`config.mk`:
```
export PLATFORM = sky130hd
export DESIGN_NAME = dlb_port
export DESIGN_NICKNAME = d
export VERILOG_FILES = /design/src/hdl/dlb_pkg.sv /design/src/hdl/dlb_port.sv
export SDC_FILE = /design/constraint.sdc
export NUM_CORES = 1
export LEC_CHECK = 0
export ABC_CLOCK_PERIOD_IN_PS = 2000
export BUFFER_PORTS_ARGS = -buffer_cell sky130_fd_sc_hd__buf_2
export CAP_MARGIN = 20
export CORE_MARGIN = 2
export CORE_UTILIZATION = 40
export CTS_CLUSTER_SIZE = 25
export DETAILED_ROUTE_END_ITERATION = 16
export PLACE_DENSITY = 0.73
export REMOVE_ABC_BUFFERS = 1
export SKIP_CTS_REPAIR_TIMING = 1
export SYNTH_ARGS = -nofsm -noshare
export SYNTH_HDL_FRONTEND = slang
export SYNTH_SLANG_ARGS = --single-unit
```
`constraint.sdc`:
```
create_clock -name core_clk -period 2 [get_ports core_clk]
set_input_delay 0.2 -clock core_clk [delete_from_list [all_inputs] [get_ports core_clk]]
set_output_delay 0.2 -clock core_clk [all_outputs]
set_load 0.01 [all_outputs]
```
`src/hdl/dlb_pkg.sv`:
```
// Shared constants and types for the DMA local bus master/slave port
package dlb_pkg;
	localparam int            DLB_NUM_CH      = 8;
	localparam int            DLB_ADDR_W      = 30;
	localparam int            DLB_DATA_W      = 32;
	localparam int            DLB_LANES       = 4;
	localparam int            DLB_SHARED_CH   = 4;
	localparam int            DLB_SYNC_W      = 14;
	// Positions inside the synchroniser vector
	localparam int            DLB_SY_READY    = 0;
	localparam int            DLB_SY_ADS      = 1;
	localparam int            DLB_SY_NA       = 2;
	localparam int            DLB_SY_GRANT    = 3;
	localparam int            DLB_SY_WR       = 4;
	localparam int            DLB_SY_SEL      = 5;
	localparam int            DLB_SY_REQ      = 6;
	// Reset values
	localparam logic          DLB_RST_REQ     = 1'b0;
	localparam logic          DLB_RST_STROBE  = 1'b1;
	localparam logic          DLB_RST_PHASE   = 1'b0;
	localparam logic [3:0]    DLB_RST_BE_N    = 4'hF;
	// Pins at rest: strobes and ready high, shared channel 4 pin pulled high, requests low
	localparam logic [13:0]   DLB_RST_SYNC    = 14'h0407;
	localparam logic [2:0]    DLB_RST_CH      = 3'h0;

	typedef enum logic [2:0] {
		DLB_IDLE    = 3'b000,
		DLB_REQ     = 3'b001,
		DLB_ADDR    = 3'b011,
		DLB_DATA    = 3'b010,
		DLB_RELEASE = 3'b110
	} dlb_state_e;
endpackage

```
`src/hdl/dlb_port.sv`:
```
// Local bus master/slave port: bus request, arbitration, pin drive control
// Functional notes
// - Address lines driven only in master mode, otherwise released.
// - Byte select n qualifies byte lane n; all active low.
// - Byte selects are outputs only in master mode, inputs otherwise.
// - Data driven only for interrupt acknowledge, slave reads, or master writes.
// - Logic runs on double-rate clock and tracks its phase.
// - Cycle-type lines driven in master mode; only write/read sampled as input in slave.
// - Master asserts address strobe in first valid bus state only.
// - Next-address input sampled only while master.
// - Slave pipelining decided from current and previous strobe and ready.
// - Bus request held high while mastership is needed.
// - Eight active-high requests, synchronised, arbitrated by priority.
// - Fixed priority after reset, channel 0 highest, 7 lowest.
// - Channel 4 pin also feeds active-low interrupt 9, edge or level.
// - DMA and interrupt uses of shared pin masked independently.
// - Floating shared pin reads DMA request active, interrupt inactive.
// - Ready input sampled in both master and slave modes.
// - Reset leaves slave mode with master outputs inactive.
module dlb_port
	import dlb_pkg::*;
(
	input  wire logic                    core_clk,
	input  wire logic                    rst_b,
	// Local bus pins
	output logic [DLB_ADDR_W-1:0]        doubleword_addr_lines_out,
	output logic                         doubleword_addr_lines_oe,
	output logic [DLB_LANES-1:0]         lane_byte_sel_n_out,
	output logic                         lane_byte_sel_n_oe,
	input  wire logic [DLB_LANES-1:0]    lane_byte_sel_n_in,
	output logic [DLB_DATA_W-1:0]        bus_data_lines_out,
	output logic                         bus_data_lines_oe,
	input  wire logic [DLB_DATA_W-1:0]   bus_data_lines_in,
	output logic                         data_ctrl_sel_out,
	output logic                         write_read_sel_out,
	output logic                         mem_io_sel_out,
	output logic                         cycle_type_oe,
	input  wire logic                    write_read_sel_in,
	output logic                         addr_strobe_n_out,
	output logic                         addr_strobe_n_oe,
	input  wire logic                    addr_strobe_n_in,
	input  wire logic                    pipeline_next_addr_n,
	input  wire logic                    ready_n,
	output logic                         bus_request,
	input  wire logic                    bus_grant_in,
	input  wire logic                    slave_select,
	input  wire logic [3:0]              channel_transfer_request_lo,
	input  wire logic [2:0]              channel_transfer_request_hi,
	input  wire logic                    ch4_request_or_irq9_pin,
	// Controller side
	input  wire logic [DLB_NUM_CH-1:0]   dma_mask,
	input  wire logic                    irq9_mask,
	input  wire logic                    irq9_edge_mode,
	input  wire logic                    irq9_clear,
	output logic                         irq9_request,
	output logic                         channel_pending,
	output logic [2:0]                   active_channel,
	input  wire logic                    xfer_valid,
	input  wire logic [DLB_ADDR_W-1:0]   xfer_addr,
	input  wire logic [DLB_LANES-1:0]    xfer_byte_sel_n,
	input  wire logic                    xfer_write,
	input  wire logic                    xfer_mem,
	input  wire logic                    xfer_data_ctrl,
	input  wire logic [DLB_DATA_W-1:0]   xfer_wdata,
	output logic                         xfer_done,
	output logic [DLB_DATA_W-1:0]        xfer_rdata,
	output logic                         next_addr_seen,
	input  wire logic                    intack_cycle,
	input  wire logic [DLB_DATA_W-1:0]   slave_rdata,
	output logic                         slave_pipelined,
	output logic                         bus_phase
);
	// Two-stage synchronisers for every pin input that steers logic
	logic [DLB_SYNC_W-1:0] sy1_q, sy2_q;
	wire  [DLB_SYNC_W-1:0] sy_raw = {channel_transfer_request_hi, ch4_request_or_irq9_pin,
		channel_transfer_request_lo, slave_select, write_read_sel_in, bus_grant_in,
		pipeline_next_addr_n, addr_strobe_n_in, ready_n};
	always_ff @(posedge core_clk or negedge rst_b) begin
		if (!rst_b) begin
			sy1_q <= DLB_RST_SYNC;
			sy2_q <= DLB_RST_SYNC;
		end else begin
			sy1_q <= sy_raw;
			sy2_q <= sy1_q;
		end
	end

	wire                  rdy_s   = ~sy2_q[DLB_SY_READY];
	wire                  ads_s   = ~sy2_q[DLB_SY_ADS];
	wire                  na_s    = ~sy2_q[DLB_SY_NA];
	wire                  grant_s = sy2_q[DLB_SY_GRANT];
	wire                  wr_s    = sy2_q[DLB_SY_WR];
	wire                  sel_s   = sy2_q[DLB_SY_SEL];
	wire [DLB_NUM_CH-1:0] req_s   = sy2_q[DLB_SY_REQ +: DLB_NUM_CH];
	// A floating shared pin is pulled high: DMA sees a request, interrupt sees none
	wire                  irq_lvl = ~req_s[DLB_SHARED_CH];

	// Fixed priority: lowest index wins
	wire [DLB_NUM_CH-1:0] elig = req_s & ~dma_mask;
	logic [2:0]           win_ch;
	always_comb begin
		win_ch = DLB_RST_CH;
		for (int i = DLB_NUM_CH - 1; i >= 0; i--) begin
			if (elig[i]) begin
				win_ch = 3'(i);
			end
		end
	end
	wire any_req = |elig;

	// Phase of the double-rate clock; a bus state spans two edges
	logic phase_q;
	logic ads_prev_q;
	wire  ads_fall = ads_s & ~ads_prev_q;
	wire  tick     = phase_q;

	dlb_state_e state_q, state_d;
	wire master = (state_q == DLB_ADDR) || (state_q == DLB_DATA);

	always_comb begin
		state_d = state_q;
		unique case (state_q)
			DLB_IDLE:    if (any_req) state_d = DLB_REQ;
			DLB_REQ:     if (!any_req) state_d = DLB_RELEASE;
				else if (grant_s && tick && xfer_valid) state_d = DLB_ADDR;
			DLB_ADDR:    if (tick) state_d = DLB_DATA;
			DLB_DATA:    if (tick && rdy_s) begin
				state_d = (any_req && xfer_valid && grant_s) ? DLB_ADDR : DLB_RELEASE;
			end
			DLB_RELEASE: state_d = DLB_IDLE;
			default:     state_d = DLB_IDLE;
		endcase
	end

	// Slave side: a new strobe while the last cycle is still open is pipelined
	logic cyc_open_q;
	wire  slv_strobe = ~master && ads_fall;
	wire  slv_read   = ~master && sel_s && ~wr_s && (ads_s || cyc_open_q);
	wire  done_d     = (state_q == DLB_DATA) && tick && rdy_s;

	wire                  drive_d  = (state_d == DLB_ADDR) || (state_d == DLB_DATA);
	wire                  data_oe_d = (drive_d && xfer_write) || slv_read || intack_cycle;
	wire [DLB_DATA_W-1:0] data_d   = drive_d ? xfer_wdata : slave_rdata;

	logic irq_prev_q;
	wire  irq_edge = irq_lvl & ~irq_prev_q;
	wire  irq_set  = irq9_edge_mode ? irq_edge : irq_lvl;
	wire  irq_d    = irq9_mask ? 1'b0 : (irq_set | (irq9_edge_mode & irq9_request & ~irq9_clear));

	always_ff @(posedge core_clk or negedge rst_b) begin
		if (!rst_b) begin
			state_q                   <= DLB_IDLE;
			phase_q                   <= DLB_RST_PHASE;
			ads_prev_q                <= 1'b0;
			cyc_open_q                <= 1'b0;
			irq_prev_q                <= 1'b0;
			bus_request               <= DLB_RST_REQ;
			doubleword_addr_lines_out <= '0;
			doubleword_addr_lines_oe  <= 1'b0;
			lane_byte_sel_n_out       <= DLB_RST_BE_N;
			lane_byte_sel_n_oe        <= 1'b0;
			bus_data_lines_out        <= '0;
			bus_data_lines_oe         <= 1'b0;
			data_ctrl_sel_out         <= 1'b0;
			write_read_sel_out        <= 1'b0;
			mem_io_sel_out            <= 1'b0;
			cycle_type_oe             <= 1'b0;
			addr_strobe_n_out         <= DLB_RST_STROBE;
			addr_strobe_n_oe          <= 1'b0;
			irq9_request              <= 1'b0;
			channel_pending           <= 1'b0;
			active_channel            <= DLB_RST_CH;
			xfer_done                 <= 1'b0;
			xfer_rdata                <= '0;
			next_addr_seen            <= 1'b0;
			slave_pipelined           <= 1'b0;
			bus_phase                 <= DLB_RST_PHASE;
		end else begin
			state_q                   <= state_d;
			// Realign to the processor when its strobe shows a new bus state
			phase_q                   <= slv_strobe ? 1'b0 : ~phase_q;
			bus_phase                 <= slv_strobe ? 1'b0 : ~phase_q;
			ads_prev_q                <= ads_s;
			cyc_open_q                <= ads_s | (cyc_open_q & ~rdy_s);
			irq_prev_q                <= irq_lvl;
			bus_request               <= (state_d != DLB_IDLE) && (state_d != DLB_RELEASE);
			doubleword_addr_lines_out <= drive_d ? xfer_addr : doubleword_addr_lines_out;
			doubleword_addr_lines_oe  <= drive_d;
			lane_byte_sel_n_out       <= drive_d ? xfer_byte_sel_n : DLB_RST_BE_N;
			lane_byte_sel_n_oe        <= drive_d;
			bus_data_lines_out        <= data_d;
			bus_data_lines_oe         <= data_oe_d;
			data_ctrl_sel_out         <= drive_d & xfer_data_ctrl;
			write_read_sel_out        <= drive_d & xfer_write;
			mem_io_sel_out            <= drive_d & xfer_mem;
			cycle_type_oe             <= drive_d;
			addr_strobe_n_out         <= ~(state_d == DLB_ADDR);
			addr_strobe_n_oe          <= drive_d;
			irq9_request              <= irq_d;
			channel_pending           <= any_req;
			active_channel            <= win_ch;
			xfer_done                 <= done_d;
			xfer_rdata                <= done_d ? bus_data_lines_in : xfer_rdata;
			next_addr_seen            <= master & na_s;
			slave_pipelined           <= slv_strobe & cyc_open_q & ~rdy_s;
		end
	end

	// Byte selects arrive from the processor in slave mode; not decoded here, only reduced into an unused wire
	wire unused_be = &lane_byte_sel_n_in;

	a_addr_only_master: assert property (@(posedge core_clk) disable iff (!rst_b)
		doubleword_addr_lines_oe |-> $past(state_d == DLB_ADDR || state_d == DLB_DATA))
		else $error("address driven outside master mode");
	a_be_with_addr: assert property (@(posedge core_clk) disable iff (!rst_b)
		lane_byte_sel_n_oe == doubleword_addr_lines_oe && cycle_type_oe == lane_byte_sel_n_oe)
		else $error("byte select or cycle type drive differs from address drive");
	a_data_drive_cause: assert property (@(posedge core_clk) disable iff (!rst_b)
		bus_data_lines_oe |-> $past(drive_d || slv_read || intack_cycle))
		else $error("data driven without cause");
	a_strobe_first_state: assert property (@(posedge core_clk) disable iff (!rst_b)
		$fell(addr_strobe_n_out) |=> ##1 $rose(addr_strobe_n_out) or ##1 !addr_strobe_n_out ##1
		$rose(addr_strobe_n_out))
		else $error("address strobe not a single bus state");
	a_strobe_needs_oe: assert property (@(posedge core_clk) disable iff (!rst_b)
		!addr_strobe_n_out |-> addr_strobe_n_oe)
		else $error("strobe asserted while released");
	a_master_needs_grant: assert property (@(posedge core_clk) disable iff (!rst_b)
		(state_q == DLB_REQ) ##1 (state_q == DLB_ADDR) |-> $past(grant_s))
		else $error("master mode without grant");
	a_request_held: assert property (@(posedge core_clk) disable iff (!rst_b)
		doubleword_addr_lines_oe |-> bus_request)
		else $error("bus request dropped while master");
	a_priority_ch0: assert property (@(posedge core_clk) disable iff (!rst_b)
		elig[0] |=> active_channel == 3'h0)
		else $error("channel 0 not highest priority");
	a_na_slave_ignored: assert property (@(posedge core_clk) disable iff (!rst_b)
		!master |=> !next_addr_seen)
		else $error("next address seen outside master mode");
	a_release_path: assert property (@(posedge core_clk) disable iff (!rst_b)
		(state_q == DLB_RELEASE) |=> !bus_request && !doubleword_addr_lines_oe)
		else $error("bus not released");
	a_irq_masked: assert property (@(posedge core_clk) disable iff (!rst_b)
		irq9_mask |=> !irq9_request)
		else $error("masked interrupt 9 raised");
endmodule // dlb_port

```
==> metrics.yaml <==
global_route:
  grt_max_degree: 58
  grt_pass1_wl_um: 19280
  grt_pass1_vias: 3981
  antenna_found_initial: 0
  grt_use_total: 0.1732
  overflow: 0
drt:
  drt_pass1_iterations: 4
  vias_per_cell: 4.555
  drt-initial-drc-count: 115
  finalWirelength_um: 14010
  vias: 3890
  drcViolationCount: 0
  ant_nets: 0
  wire_per_inst_um: 16.40
sta:
  relSlewSlack: 0.6451
  fmax_ghz: 0.4785
  setup_violations: 62
  min_period_ns: 2.090
  finalHoldViolations: 0
  fin_crit_sh: 1.045
  maxSlewViolCount: 0
  skew_ns: 0.007206
  rsz0062_at_grt: "true"
  tightest_slew_ns: 0.5324
  setup_slack_ns: -0.08974
min_path:
  hp-class: "in -> reg"
die:
  core_area_mm2: 0.01335
  dieArea_mm2: 0.01476
  die_y_um: 121.5
  ioPinCount: 283
  die_x_um: 121.5
  rows: 42
  start_util: 0.4137
power_and_ir_drop:
  p_sw_frac: 0.3117
  p_clk_frac: 0.235
  netSwitchingPower_uw: 4174
  worst_ir_drop_vdd_mv: 0.9493
  power.static_leakage_uw: 0.004247
  power_density_mw_per_mm2: 1608
  p_total_uw: 13390
  p_seq_frac: 0.347
  p_comb_frac: 0.418
  internal_power_uw: 9219
layout:
  drive_gt1_frac: 0.6711
  design_area_mm2: 0.008327
  layout.nets: 831
  fillers: 1051
  diodes: 0
  area_delta_synth_final_pct: 50.80
clocking:
  cts_tree: "yes"
  cts.sinks: 148
  clk_pin_slew_ns: 0.06
  clkLatencyLatePin_ns: 0.42
  cts_made_buffers: 17
  cts_buffer_depth: 2
  htree_levels: 4
  clock-root-buffer: "clkbuf_16"
critical_path:
  path_cells: "nor2b_4 -> or4_4 -> o211ai_4 -> nand2_4 -> buf_12 -> mux2_4"
  crit_path_max_fanout: 23
  crit_slowest_cell: "or4_4"
  slowest_delay_ns: 0.55
  crit_path_end_kind: "flop"
  critPathKind: "reg -> reg"
  crit_arrival_ns: 2.39
  cp-start-kind: "flop"
  cp_data_required_time_ns: 2.30
placed_design:
  routabilityCongestion: 0.7617
  place_ws_ns: -0.2165
  place_area_mm2: 0.007229
  portBuffers: 278
  hpwl_um: 9910
synth:
  avgSynthCellArea_um2: 17.04
  ys_ff_latch: 148
  syn_inst: 324
  synth.distinct_cells: 32
  ys_seq_area_frac: 0.6737
  syn_area_mm2: 0.005522
  synth_top_area_share: 0.6118
  ys_warn_count: 0
  synth_area_leaders: "dfrtp_1 (61%), mux2_4 (16%), mux2_2 (7.1%)"
  synth_top_cell_by_area: "dfrtp_1"
outcome:
  status: "complete, but fails checks"
  failed_checks: "negative setup slack"
run:
  maxCapViolations: 0
-- layout make-up --
cell class,count,area [µm²],share of cell area
clock buffer,18,429.2,0.05154
clock inverter,14,162.7,0.01953
inverter,6,26.28,0.003156
multi-input combinational,158,1759,0.2113
sequential,148,3720,0.4467
tap,176,220.2,0.02645
timing repair buffer,334,2009,0.2413
-- Yosys cell counts --
| cell type | count |
|---|---|
| nor2_1 | 10 |
| a31oi_1 | 1 |
| dfrtp_1 | 135 |
| and3_1 | 3 |
| nand2_1 | 4 |
| a311oi_1 | 1 |
| nand3b_1 | 1 |
| nand2b_1 | 12 |
| nor4_1 | 1 |
| mux2_4 | 59 |
| o21ai_0 | 6 |
| o2111a_1 | 1 |
| and4_1 | 1 |
| a21oi_1 | 6 |
| or3b_1 | 1 |
| a32o_1 | 1 |
| buf_4 | 3 |
| or3_1 | 1 |
| nand3_1 | 1 |
| or4_4 | 1 |
| o22ai_1 | 1 |
| a311oi_2 | 1 |
| o211ai_2 | 1 |
| dfstp_2 | 13 |
| nor2b_1 | 6 |
| buf_2 | 3 |
| mux2_2 | 35 |
| nand4_1 | 1 |
| inv_1 | 6 |
| and3b_1 | 1 |
| nand2_4 | 1 |
| buf_6 | 6 |
-- placed cells by master, fill, tap and decap left out, drive strengths merged, types with 2 or more instances in the layout --
cell type | netlist | layout
mux2 | 94 | 94
nor2 | 10 | 10
bufinv | 0 | 3
a21oi | 6 | 6
nand2b | 12 | 12
clkinv | 0 | 7
nor2b | 6 | 6
clkbuf | 0 | 21
dlygate4sd3 | 0 | 31
o21ai | 6 | 6
nand2 | 5 | 5
and3 | 3 | 3
a311oi | 2 | 2
dfstp | 13 | 13
buf | 12 | 300
dfrtp | 135 | 135
clkinvlp | 0 | 5
inv | 6 | 5
-- power groups by stage --
stage	sequential, µW	clock [µW]	combinational (µW)
finish	4650	3150	5600
global placement	4620	0	4960
detailed placement	4670	0	5090
floorplan	5210	0	2530
CTS	4640	3230	5090
global route	4770	3370	5940
-- logic make-up (layout without fill, tap and decap cells) --
group                  count (synthesis)  in the layout  synth area share
multiplexers                          94             94            0.2318
AND/OR/NAND/NOR                       45             45           0.04782
flip-flops                           148            148            0.6737
AO/OA/AOI/OAI                         19             19           0.02357
buffers and inverters                 18            372           0.02311
-- final timing paths --
path / start / to / slack (ns) / cells past startpoint
max: sy2_q[11] / bus_data_lines_out[28] / -0.09 / 6
min: xfer_addr[2] / doubleword_addr_lines_out[2] / 0.01 / 2
max reg2reg: sy2_q[11] / bus_data_lines_out[28] / -0.09 / 6
min reg2reg: sy1_q[3] / sy2_q[3] / 0.34 / 0
max in group asynchronous: rst_b / lane_byte_sel_n_out[3] / 0.93 / 3
min in group asynchronous: rst_b / xfer_rdata[24] / 0.31 / 2
-- critical path: cells and delay by family, from the launching register on --
kind                   cells  cell delay (ns)
muxes                      1             0.31
AOI/OAI and AO/OA          1             0.22
buffers and inverters      1             0.22
and+or+nand+nor            3             0.84
DFF                        1             0.36
-- sequential cells by signal (all words and copies together) (netlist names), 3 cells and up --
| register | flops |
|---|---|
| active_channel | 3 |
| bus_data_lines_out | 32 |
| doubleword_addr_lines_out | 30 |
| lane_byte_sel_n_out | 4 |
| state_q | 3 |
| sy1_q | 14 |
| sy2_q | 14 |
| xfer_rdata | 32 |
-- per-stage QoR --
step / cells / hold slack, ns / setup TNS, ns / utilization
floorplan: 312 / -0.09559 / -54.71 / -
global placement: 785 / 0.1826 / -2.863 / 0.5416
CTS: 817 / -0.2505 / -10.32 / 0.5860
detailed placement: 785 / 0.1962 / -8.554 / 0.5416
global route: 854 / -0.0001423 / -7.754 / 0.6238
finish: 854 / 0.01068 / -4.027 / 0.6238
-- routing by layer --
layer	up-vias	routed length [µm]	GRT usage
met5	-	0	0
met4	0	158	0.06825
met3	13	1122	0.07096
met2	187	7608	0.3034
met1	1889	5120	0.1858
li1	1801	-	-
Power figures use the tool's default switching activity.
